===== config.mk =====
export PLATFORM = sky130hd
export DESIGN_NAME = phy_paged_port_vendor_regs
export DESIGN_NICKNAME = d
export VERILOG_FILES = /design/src/phy_paged_pkg.sv /design/src/phy_paged_port_vendor_regs.sv
export VERILOG_INCLUDE_DIRS = /design/src /design/src/src
export SDC_FILE = /design/constraint.sdc
export NUM_CORES = 1
export LEC_CHECK = 0
export BUFFER_PORTS_ARGS = -buffer_cell sky130_fd_sc_hd__buf_2
export CELL_PAD_IN_SITES_DETAIL_PLACEMENT = 0
export CELL_PAD_IN_SITES_GLOBAL_PLACEMENT = 2
export CORE_AREA = 2 2 100 140
export DETAILED_ROUTE_END_ITERATION = 7
export DIE_AREA = 0 0 102 142
export PLACE_DENSITY = 0.83
export SYNTH_ARGS = -nofsm -noshare
export SYNTH_HDL_FRONTEND = slang
export SYNTH_SLANG_ARGS = --single-unit

===== constraint.sdc =====
create_clock -name CLK -period 4.5 [get_ports CLK]
set_input_delay 0.45 -clock CLK [delete_from_list [all_inputs] [get_ports CLK]]
set_output_delay 0.45 -clock CLK [all_outputs]
set_load 0.02 [all_outputs]

===== src/phy_paged_defs.svh =====
// Purpose: Offsets, field positions, reset values and timing counts of the
//          paged port/identification/vendor register bank.
// Assumes: 100 MHz CLK; register index times four is the APB byte address.
// Notes:   Field bit 0 of each 8-bit register is its least significant bit.
`ifndef PHY_PAGED_DEFS_SVH
`define PHY_PAGED_DEFS_SVH

// ************************************************************
// Register indices
// ************************************************************
`define IDX_PTR 6'h07
`define IDX_R8 6'h08
`define IDX_R9 6'h09
`define IDX_RA 6'h0A
`define IDX_RB 6'h0B
`define IDX_RC 6'h0C
`define IDX_RD 6'h0D
`define IDX_RE 6'h0E
`define IDX_RF 6'h0F

// ************************************************************
// Pointer register fields and page codes
// ************************************************************
`define PAGE_MSB 7
`define PAGE_LSB 5
`define PORT_MSB 3
`define PORT_LSB 0
`define PAGE_PORT 3'h0
`define PAGE_IDENT 3'h1
`define PAGE_VENDOR 3'h7
`define PORT_IMPL 4'h0

// ************************************************************
// Port status page fields
// ************************************************************
`define ASTAT_MSB 7
`define ASTAT_LSB 6
`define BSTAT_MSB 5
`define BSTAT_LSB 4
`define CHILD_BIT 3
`define CON_BIT 2
`define BIAS_BIT 1
`define DIS_BIT 0
`define PEER_MSB 7
`define PEER_LSB 5
`define EVT_EN_BIT 4
`define FAULT_BIT 3
`define PEER_S400 3'h2
`define PEER_INVALID 3'h7

// ************************************************************
// Identification and vendor page fields
// ************************************************************
`define COMPLIANCE_LEVEL 8'h01
`define NPH_BIT 7
`define LSPD_MSB 1
`define LSPD_LSB 0
`define LINK_SPEED_RST 2'h2
`define SOFT_RST_BIT 7

// ************************************************************
// Timing
// ************************************************************
`define CLK_MHZ 100
`define CON_DEBOUNCE_MS 341
`define CON_DEBOUNCE_CYC (`CON_DEBOUNCE_MS * 1000 * `CLK_MHZ)
`define BIAS_DEBOUNCE_US 52
`define BIAS_DEBOUNCE_CYC (`BIAS_DEBOUNCE_US * `CLK_MHZ)

`endif


===== src/phy_paged_pkg.sv =====
// Purpose: Types shared by the paged register bank and its bench.
// Assumes: Nothing beyond the defs header.
// Notes:   Port-side inputs travel as one packed struct.
`default_nettype none
package phy_paged_pkg;

  // Port logic inputs, all on the CLK domain.
  typedef struct packed {
    logic child;
    logic [2:0] peer_speed;
    logic suspended;
    logic bus_reset;
    logic tree_id_done;
    logic self_id_done;
    logic resume_check;
    logic suspend_check;
  } port_ctl_in_t;

  // Vendor page controls driven to the rest of the device.
  typedef struct packed {
    logic null_packet_hold;
    logic [1:0] link_speed;
  } vendor_ctrl_t;

endpackage
`default_nettype wire


===== src/phy_paged_port_vendor_regs.sv =====
// Purpose: Paged register bank (port status, identification, vendor
//          control) behind indices 8 to 15, with the page/port pointer.
// Assumes: APB3 slave, one wait state; pad inputs arrive asynchronously.
// Notes:   Base registers 0 to 6 are not here and answer with PSLVERR.
//
// Behaviour
// - Report port A-pair line state as two-bit code.
// - Report port B-pair line state with same encoding.
// - Child flag one for child; disconnected, disabled, suspended read child.
// - Child flag invalid after bus reset until tree identification done.
// - Connected set after 341 ms stability; bus reset leaves it.
// - Bias set after 52 us continuous incoming bias.
// - Port disable writable; hardware reset clears; bus reset keeps.
// - Three-bit peer speed code, detection capped at S400.
// - Peer speed invalid after bus reset until self identification done.
// - With enable set, port events set the event flag for the link.
// - Suspend/resume fault sets flag and leaves port suspended.
// - Resume fault when resuming port sees no incoming bias.
// - Suspend fault when suspending port still sees bias.
// - Writing one clears fault; hardware reset clears; bus reset keeps.
// - First identification register returns compliance level 01h.
// - Maker code over three registers, MSB at index 10.
// - Part identifier over three registers, MSB at index 13.
// - Vendor page: null hold, link speed at 8; soft reset at 14.
// - Page and port pointers in register 7; hardware reset clears.
// - Unimplemented port reads zero on whole port status page.
// - Link speed encodes S100..S400; reset value 10b.
// - Writing soft reset forces full device reset; reads zero.
//
// Local design decision: the APB slave port.
`default_nettype none
`include "phy_paged_defs.svh"

module phy_paged_port_vendor_regs
  import phy_paged_pkg::*;
#(
  parameter int unsigned CON_CYC = `CON_DEBOUNCE_CYC,
  parameter int unsigned BIAS_CYC = `BIAS_DEBOUNCE_CYC,
  // Arbitrary neutral identity values.
  parameter logic [23:0] MAKER_OUI = 24'h5AA501,
  parameter logic [23:0] PART_IDENTIFIER = 24'hC33C00
) (
  input wire logic CLK,
  input wire logic RST,
  input wire logic PSEL,
  input wire logic PENABLE,
  input wire logic PWRITE,
  input wire logic [7:0] PADDR,
  input wire logic [31:0] PWDATA,
  output logic [31:0] PRDATA,
  output logic PREADY,
  output logic PSLVERR,
  input wire logic [1:0] TWISTED_PAIR_A,
  input wire logic [1:0] TWISTED_PAIR_B,
  input wire logic CONNECT_RAW,
  input wire logic BIAS_RAW,
  input wire port_ctl_in_t PORT_CTL,
  input wire logic PORT_EVENT_IRQ_CLR,
  output logic PORT_EVENT_IRQ_FLAG,
  output logic PORT_DISABLE,
  output logic FORCE_SUSPEND,
  output vendor_ctrl_t VENDOR_CTRL,
  output logic SOFT_HARD_RESET
);

  // ************************************************************
  // Reset and bus decode
  // ************************************************************
  logic soft_rst_ff;
  logic rst_all;
  logic pready_ff;
  logic [31:0] prdata_ff;
  logic pslverr_ff;
  logic [2:0] page_pointer_ff;
  logic [3:0] port_pointer_ff;
  logic [5:0] idx;
  logic acc;
  logic wr;
  logic mapped;
  logic port_ok;

  assign rst_all = RST | soft_rst_ff;
  assign idx = PADDR[7:2];
  assign acc = PSEL & PENABLE & pready_ff;
  assign wr = acc & PWRITE;
  assign mapped = (idx >= `IDX_PTR) && (idx <= `IDX_RF);
  assign port_ok = (port_pointer_ff == `PORT_IMPL);

  // ************************************************************
  // Pad synchronisers and debounce
  // ************************************************************
  logic [5:0] meta_ff;
  logic [5:0] sync_ff;
  logic [1:0] deb;

  always_ff @(posedge CLK) begin
    if (rst_all) begin
      meta_ff <= 6'h00;
      sync_ff <= 6'h00;
    end else begin
      meta_ff <= {TWISTED_PAIR_A, TWISTED_PAIR_B, CONNECT_RAW, BIAS_RAW};
      sync_ff <= meta_ff;
    end
  end

  // Debounce only delays the rising edge; a drop clears at once so a
  // pulled cable is never reported as still attached.
  localparam int unsigned DB_CYC [2] = '{BIAS_CYC, CON_CYC};
  logic [31:0] db_cnt_ff [2];

  for (genvar g = 0; g < 2; g++) begin : g_deb
    always_ff @(posedge CLK) begin
      if (rst_all) begin
        db_cnt_ff[g] <= 32'h00000000;
      end else if (!sync_ff[g]) begin
        db_cnt_ff[g] <= 32'h00000000;
      end else if (db_cnt_ff[g] < DB_CYC[g]) begin
        db_cnt_ff[g] <= db_cnt_ff[g] + 32'h00000001;
      end
    end
    assign deb[g] = (db_cnt_ff[g] >= DB_CYC[g]);
  end

  logic bias_deb;
  logic con_deb;
  assign bias_deb = deb[0];
  assign con_deb = deb[1];

  // ************************************************************
  // Tree and self identification validity
  // ************************************************************
  logic tree_ok_ff;
  logic self_ok_ff;

  // Bus reset voids values until the phase completes.
  always_ff @(posedge CLK) begin
    if (rst_all) begin
      tree_ok_ff <= 1'b0;
      self_ok_ff <= 1'b0;
    end else begin
      if (PORT_CTL.bus_reset) begin
        tree_ok_ff <= 1'b0;
      end else if (PORT_CTL.tree_id_done) begin
        tree_ok_ff <= 1'b1;
      end
      if (PORT_CTL.bus_reset) begin
        self_ok_ff <= 1'b0;
      end else if (PORT_CTL.self_id_done) begin
        self_ok_ff <= 1'b1;
      end
    end
  end

  // ************************************************************
  // Pointer, port control and vendor registers
  // ************************************************************
  logic pg0_wr;
  logic pg7_wr;
  logic dis_ff;
  logic evt_en_ff;
  logic fault_ff;
  vendor_ctrl_t vend_ff;

  assign pg0_wr = wr && (page_pointer_ff == `PAGE_PORT) && port_ok;
  assign pg7_wr = wr && (page_pointer_ff == `PAGE_VENDOR);

  // Pointers cleared only by hardware reset.
  always_ff @(posedge CLK) begin
    if (rst_all) begin
      page_pointer_ff <= 3'h0;
      port_pointer_ff <= 4'h0;
    end else if (wr && idx == `IDX_PTR) begin
      page_pointer_ff <= PWDATA[`PAGE_MSB:`PAGE_LSB];
      port_pointer_ff <= PWDATA[`PORT_MSB:`PORT_LSB];
    end
  end

  always_ff @(posedge CLK) begin
    if (rst_all) begin
      dis_ff <= 1'b0;
    end else if (pg0_wr && idx == `IDX_R8) begin
      dis_ff <= PWDATA[`DIS_BIT];
    end
  end

  always_ff @(posedge CLK) begin
    if (rst_all) begin
      evt_en_ff <= 1'b0;
    end else if (pg0_wr && idx == `IDX_R9) begin
      evt_en_ff <= PWDATA[`EVT_EN_BIT];
    end
  end

  always_ff @(posedge CLK) begin
    if (rst_all) begin
      vend_ff.null_packet_hold <= 1'b0;
      vend_ff.link_speed <= `LINK_SPEED_RST;
    end else if (pg7_wr && idx == `IDX_R8) begin
      vend_ff.null_packet_hold <= PWDATA[`NPH_BIT];
      vend_ff.link_speed <= PWDATA[`LSPD_MSB:`LSPD_LSB];
    end
  end

  // One-cycle soft reset; the bit itself never reads back.
  always_ff @(posedge CLK) begin
    if (RST) begin
      soft_rst_ff <= 1'b0;
    end else begin
      soft_rst_ff <= pg7_wr && idx == `IDX_RE && PWDATA[`SOFT_RST_BIT];
    end
  end

  // ************************************************************
  // Suspend/resume fault
  // ************************************************************
  logic fault_set;
  logic fault_clr;

  // Checks sample debounced bias at window end.
  assign fault_set = (PORT_CTL.resume_check && !bias_deb) ||
                     (PORT_CTL.suspend_check && bias_deb);
  assign fault_clr = pg0_wr && idx == `IDX_R9 && PWDATA[`FAULT_BIT];

  // A new fault beats a clear in the same cycle.
  always_ff @(posedge CLK) begin
    if (rst_all) begin
      fault_ff <= 1'b0;
    end else if (fault_set) begin
      fault_ff <= 1'b1;
    end else if (fault_clr) begin
      fault_ff <= 1'b0;
    end
  end

  // ************************************************************
  // Port event flag
  // ************************************************************
  logic [3:0] evt_prev_ff;
  logic [3:0] evt_now;
  logic port_event;
  logic evt_flag_ff;

  assign evt_now = {bias_deb, con_deb, dis_ff, fault_ff};
  assign port_event = evt_en_ff && (evt_now != evt_prev_ff);

  always_ff @(posedge CLK) begin
    if (rst_all) begin
      evt_prev_ff <= 4'h0;
    end else begin
      evt_prev_ff <= evt_now;
    end
  end

  // Sticky flag, set wins over the link's clear.
  always_ff @(posedge CLK) begin
    if (rst_all) begin
      evt_flag_ff <= 1'b0;
    end else if (port_event) begin
      evt_flag_ff <= 1'b1;
    end else if (PORT_EVENT_IRQ_CLR) begin
      evt_flag_ff <= 1'b0;
    end
  end

  // ************************************************************
  // Read path
  // ************************************************************
  logic child_view;
  logic [2:0] peer_view;
  logic [7:0] rd_byte;

  // Non-active ports, and the void window, read child.
  assign child_view = !tree_ok_ff || !con_deb || dis_ff ||
                      PORT_CTL.suspended || fault_ff || PORT_CTL.child;
  // Cap at S400; invalid code while unknown.
  assign peer_view = !self_ok_ff ? `PEER_INVALID :
                     (PORT_CTL.peer_speed > `PEER_S400) ? `PEER_S400 :
                     PORT_CTL.peer_speed;

  always_comb begin
    rd_byte = 8'h00;
    if (idx == `IDX_PTR) begin
      rd_byte[`PAGE_MSB:`PAGE_LSB] = page_pointer_ff;
      rd_byte[`PORT_MSB:`PORT_LSB] = port_pointer_ff;
    end else if (page_pointer_ff == `PAGE_PORT) begin
      if (port_ok && idx == `IDX_R8) begin
        rd_byte[`ASTAT_MSB:`ASTAT_LSB] = sync_ff[5:4];
        rd_byte[`BSTAT_MSB:`BSTAT_LSB] = sync_ff[3:2];
        rd_byte[`CHILD_BIT] = child_view;
        rd_byte[`CON_BIT] = con_deb;
        rd_byte[`BIAS_BIT] = bias_deb;
        rd_byte[`DIS_BIT] = dis_ff;
      end else if (port_ok && idx == `IDX_R9) begin
        rd_byte[`PEER_MSB:`PEER_LSB] = peer_view;
        rd_byte[`EVT_EN_BIT] = evt_en_ff;
        rd_byte[`FAULT_BIT] = fault_ff;
      end
    end else if (page_pointer_ff == `PAGE_IDENT) begin
      case (idx)
        `IDX_R8: rd_byte = `COMPLIANCE_LEVEL;
        `IDX_RA: rd_byte = MAKER_OUI[23:16];
        `IDX_RB: rd_byte = MAKER_OUI[15:8];
        `IDX_RC: rd_byte = MAKER_OUI[7:0];
        `IDX_RD: rd_byte = PART_IDENTIFIER[23:16];
        `IDX_RE: rd_byte = PART_IDENTIFIER[15:8];
        `IDX_RF: rd_byte = PART_IDENTIFIER[7:0];
        default: rd_byte = 8'h00;
      endcase
    end else if (page_pointer_ff == `PAGE_VENDOR && idx == `IDX_R8) begin
      // Test locations and soft reset bit read zero.
      rd_byte[`NPH_BIT] = vend_ff.null_packet_hold;
      rd_byte[`LSPD_MSB:`LSPD_LSB] = vend_ff.link_speed;
    end
  end

  // ************************************************************
  // APB answer: one wait state
  // ************************************************************
  always_ff @(posedge CLK) begin
    if (rst_all) begin
      pready_ff <= 1'b0;
      prdata_ff <= 32'h00000000;
      pslverr_ff <= 1'b0;
    end else begin
      pready_ff <= PSEL && PENABLE && !pready_ff;
      prdata_ff <= (PSEL && !PWRITE && mapped) ? {24'h000000, rd_byte}
                                               : 32'h00000000;
      pslverr_ff <= PSEL && PENABLE && !pready_ff && !mapped;
    end
  end

  assign PREADY = pready_ff;
  assign PRDATA = prdata_ff;
  assign PSLVERR = pslverr_ff;
  assign PORT_EVENT_IRQ_FLAG = evt_flag_ff;
  assign PORT_DISABLE = dis_ff;
  assign FORCE_SUSPEND = fault_ff;
  assign VENDOR_CTRL = vend_ff;
  assign SOFT_HARD_RESET = soft_rst_ff;
endmodule // phy_paged_port_vendor_regs
`default_nettype wire


==> run_results.csv <==
group,metric,value,unit
finish,n_antenna_cell,0,
cts,numCtsBuffers,9,
run,drv_cap,0,
drt,via_count,3220,
cts,path_clk_slew,70,ps
global_route,grt_pass1_vias,3177,
pwr,vdd_drop_max,0.0001554,V
critical_path,max_stage_delay,760,ps
min_path,hold_start,"PORT_CTL[4]",
sta,setup_violations,0,
pwr,p_per_area,341.7,mW/mm²
critical_path,arrival,3090,ps
finish,drive_gt1_frac,0.1477,
die,dieHeight,142,µm
sta,max-slew-margin-rel,0.2568,
cts,cts_htree_levels,3,
pwr,p_sw_frac,0.2190,
cts,cts_tree,"yes",
cts,cts_setup_buffers,0,
pwr,combPwrFrac,0.048,
sta,grt_setup_unrepaired,"false",
cts,holdBufCountCts,0,
logic_synthesis,synthesis.area,0.004780,mm²
critical_path,worstSetupPathType,"flop to flop",
die,ioPinCount,103,
sta,finalMaxSlewViolations,0,
pwr,power_frac_clock,0.378,
pwr,leakagePower,0.002104,µW
critical_path,start_kind,"flop",
sta,fin_crit,2921,ps
drt,routed_wl,9220,µm
logic_synthesis,ys_seq_elements,107,
cts,clock_path_buffers,2,
logic_synthesis,synth-async-reset-ratio,0,
sta,hold_viol,0,
drt,firstDrtPassIters,4,
drt,via_per_inst,4.535,
global_route,antenna_found_initial,0,
critical_path,cp-startpoint,"db_cnt_ff[1][27]",
placed_design,globalplace.congestion,0.8165,
critical_path,critPathMaxFanout,26,
sta,fmax,0.3424,GHz
drt,ant_nets,0,
finish,multi_input_area,0.001929,mm²
cts,clkLatencyLatePin,340,ps
finish,n_fill_cell,1325,
critical_path,timing.rr.start,"db_cnt_ff[1][27]",
global_route,grt_max_degree,33,
sta,tightest_slew,1106,ps
pwr,p_sw,412.7,µW
placed_design,port_buffers,52,
sta,skew,9.699,ps
drt,drc,0,
logic_synthesis,ys_seq_area_frac,0.5822,
die,row_count,50,
die,initial_core_util,0.3604,
min_path,hold_path_class,"primary input to flop",
critical_path,cp.required,4670,ps
sta,tns,0,ps
critical_path,crit_slowest_cell,"nand3_1",
logic_synthesis,synth_enable_flop_cells,64,
die,core,0.01326,mm²
logic_synthesis,ys.flop_type,"edfxtp_1",
placed_design,dpl.hpwl,6681,µm
pwr,seqPwrFrac,0.574,
logic_synthesis,yosysWarnings,0,
die,dieArea,0.01448,mm²
run_status,status,"complete, no violations",
sta,finalWorstSetupSlack,1579,ps
global_route,grt_pass1_wl,14590,µm
finish,syn_to_final_growth,15.42,%
global_route,grt_overflow,0,
drt,drt_iter0_drc,137,
finish,nets,589,
die,die_w,102,µm
logic_synthesis,avgSynthCellArea,10.79,µm²
drt,routedWlPerCell,12.99,µm
sta,finalCritPeriodShare,0.6490,
cts,cts_resized,0,
cts,cts_sinks,107,
logic_synthesis,synth_cell_types,44,
cts,ctsRootBufferMaster,"clkbuf_16",
finish,regArea,0.002783,mm²
global_route,grtUsageTotal,0.1309,
critical_path,crit_path_end_kind,"flop",
critical_path,worstPathCellList,"or4_1 > nor3_1 > and4b_1 > a22o_1 > nand3_1 > nor2_1",
pwr,intPower,1472,µW
placed_design,dp_worst_setup_slack,1517,ps
logic_synthesis,synth_cells,443,
## worst max-delay path, delay by kind of cell, from the launching register on
| kind | cells | cell delay [ps] |
|---|---|---|
| flops | 1 | 350 |
| simple gates | 5 | 2090 |
| compound gates | 1 | 300 |
## stage by stage
stage / power [µW] / area, µm² / cells / hold slack, ps / util
2_1_floorplan: 1177 / 4960 / 491 / 405.7 / -
3_3_place_gp: 1192 / 5253 / 694 / 409.2 / 0.3960
3_5_place_dp: 1195 / 5253 / 694 / 412.3 / 0.3960
4_1_cts: 1910 / 5517 / 710 / 265.7 / 0.4159
5_1_grt: 1950 / 5517 / 710 / 282.3 / 0.4159
6_report: 1885 / 5517 / 710 / 288.1 / 0.4159
## cells in the final DEF (no fill, tap or decap), types with 4 or more instances in the layout
| cell | netlist | layout |
|---|---|---|
| nor2_1 | 73 | 73 |
| edfxtp_1 | 64 | 64 |
| buf_2 | 0 | 52 |
| conb_1 | 1 | 49 |
| dfxtp_1 | 43 | 43 |
| xor2_1 | 29 | 29 |
| nand2_1 | 25 | 25 |
| nand3_1 | 24 | 24 |
| and2_1 | 15 | 15 |
| nor3_1 | 14 | 14 |
| a21oi_1 | 12 | 12 |
| mux2i_1 | 12 | 12 |
| o21ai_0 | 10 | 10 |
| and3_1 | 10 | 10 |
| inv_1 | 8 | 9 |
| xnor2_1 | 9 | 9 |
| clkbuf_16 | 0 | 9 |
| nor4_1 | 8 | 8 |
| nand4_1 | 7 | 7 |
| a31oi_1 | 5 | 5 |
| nor2b_1 | 4 | 4 |
| ha_1 | 4 | 4 |
## state kept, by name, summed over array words and instances, names as in the netlist
| name | count |
|---|---|
| db_cnt_ff | 64 |
| PRDATA | 8 |
| meta_ff | 6 |
| sync_ff | 6 |
| evt_prev_ff | 4 |
| port_pointer_ff | 4 |
| VENDOR_CTRL | 3 |
| page_pointer_ff | 3 |
| FORCE_SUSPEND | 1 |
| PORT_DISABLE | 1 |
| PORT_EVENT_IRQ_FLAG | 1 |
| PREADY | 1 |
| PSLVERR | 1 |
| SOFT_HARD_RESET | 1 |
| evt_en_ff | 1 |
| self_ok_ff | 1 |
| tree_ok_ff | 1 |
## cell type report
cell class / count / area share
inverter: 8 / 0.005443
tap: 182 / 0.04128
clock inverter: 5 / 0.005670
clock buffer: 11 / 0.04219
sequential: 107 / 0.5044
timing repair buffer: 55 / 0.05126
multi-input combinational: 342 / 0.3497
## metal layers
metal	wire length, µm	vias to the layer above	global-route usage
met3	416	13	0.02652
li1	-	1645	-
met1	3740	1480	0.1427
met4	241	0	0.08070
met5	0	-	0
met2	4822	82	0.2289
## cell usage after synthesis (10+ instances only)
cell	count	area [µm²]
a21oi_1	12	60.06
edfxtp_1	64	1922
xor2_1	29	254.0
nor3_1	14	70.07
nor2_1	73	274.0
dfxtp_1	43	860.8
o21ai_0	10	50.05
mux2i_1	12	120.1
and3_1	10	62.56
clkbuf_1	10	37.54
nand2_1	25	93.84
nand3_1	24	120.1
buf_4	24	180.2
and2_1	15	93.84
## final timing paths
| check | endpoint | slack [ps] | cells past startpoint |
|---|---|---|---|
| setup / recovery | db_cnt_ff[1][7] | 1580 | 6 |
| setup reg to reg | db_cnt_ff[1][7] | 1580 | 6 |
| hold / removal | self_ok_ff | 290 | 2 |
| hold reg to reg | sync_ff[3] | 430 | 1 |
## kinds of logic after synthesis
kind of cell / count (synthesis) / share of synthesized area
compound gates: 40 / 0.05393
xor+xnor: 38 / 0.06963
fa+ha+maj: 4 / 0.01047
flops: 107 / 0.5822
other cells: 1 / 0.0007846
simple gates: 199 / 0.2060
mux: 12 / 0.02513
buf+inv: 42 / 0.05183
## power by group through the flow
stage / combinational, µW / clock (µW) / sequential, µW
floorplan: 75.3 / 0 / 1100
CTS: 90.2 / 737 / 1080
global route: 102 / 762 / 1090
detailed placement: 89.7 / 0 / 1110
finish: 90.5 / 712 / 1080
global placement: 88.9 / 0 / 1100
Note: power is estimated with default switching activity, not from simulation.
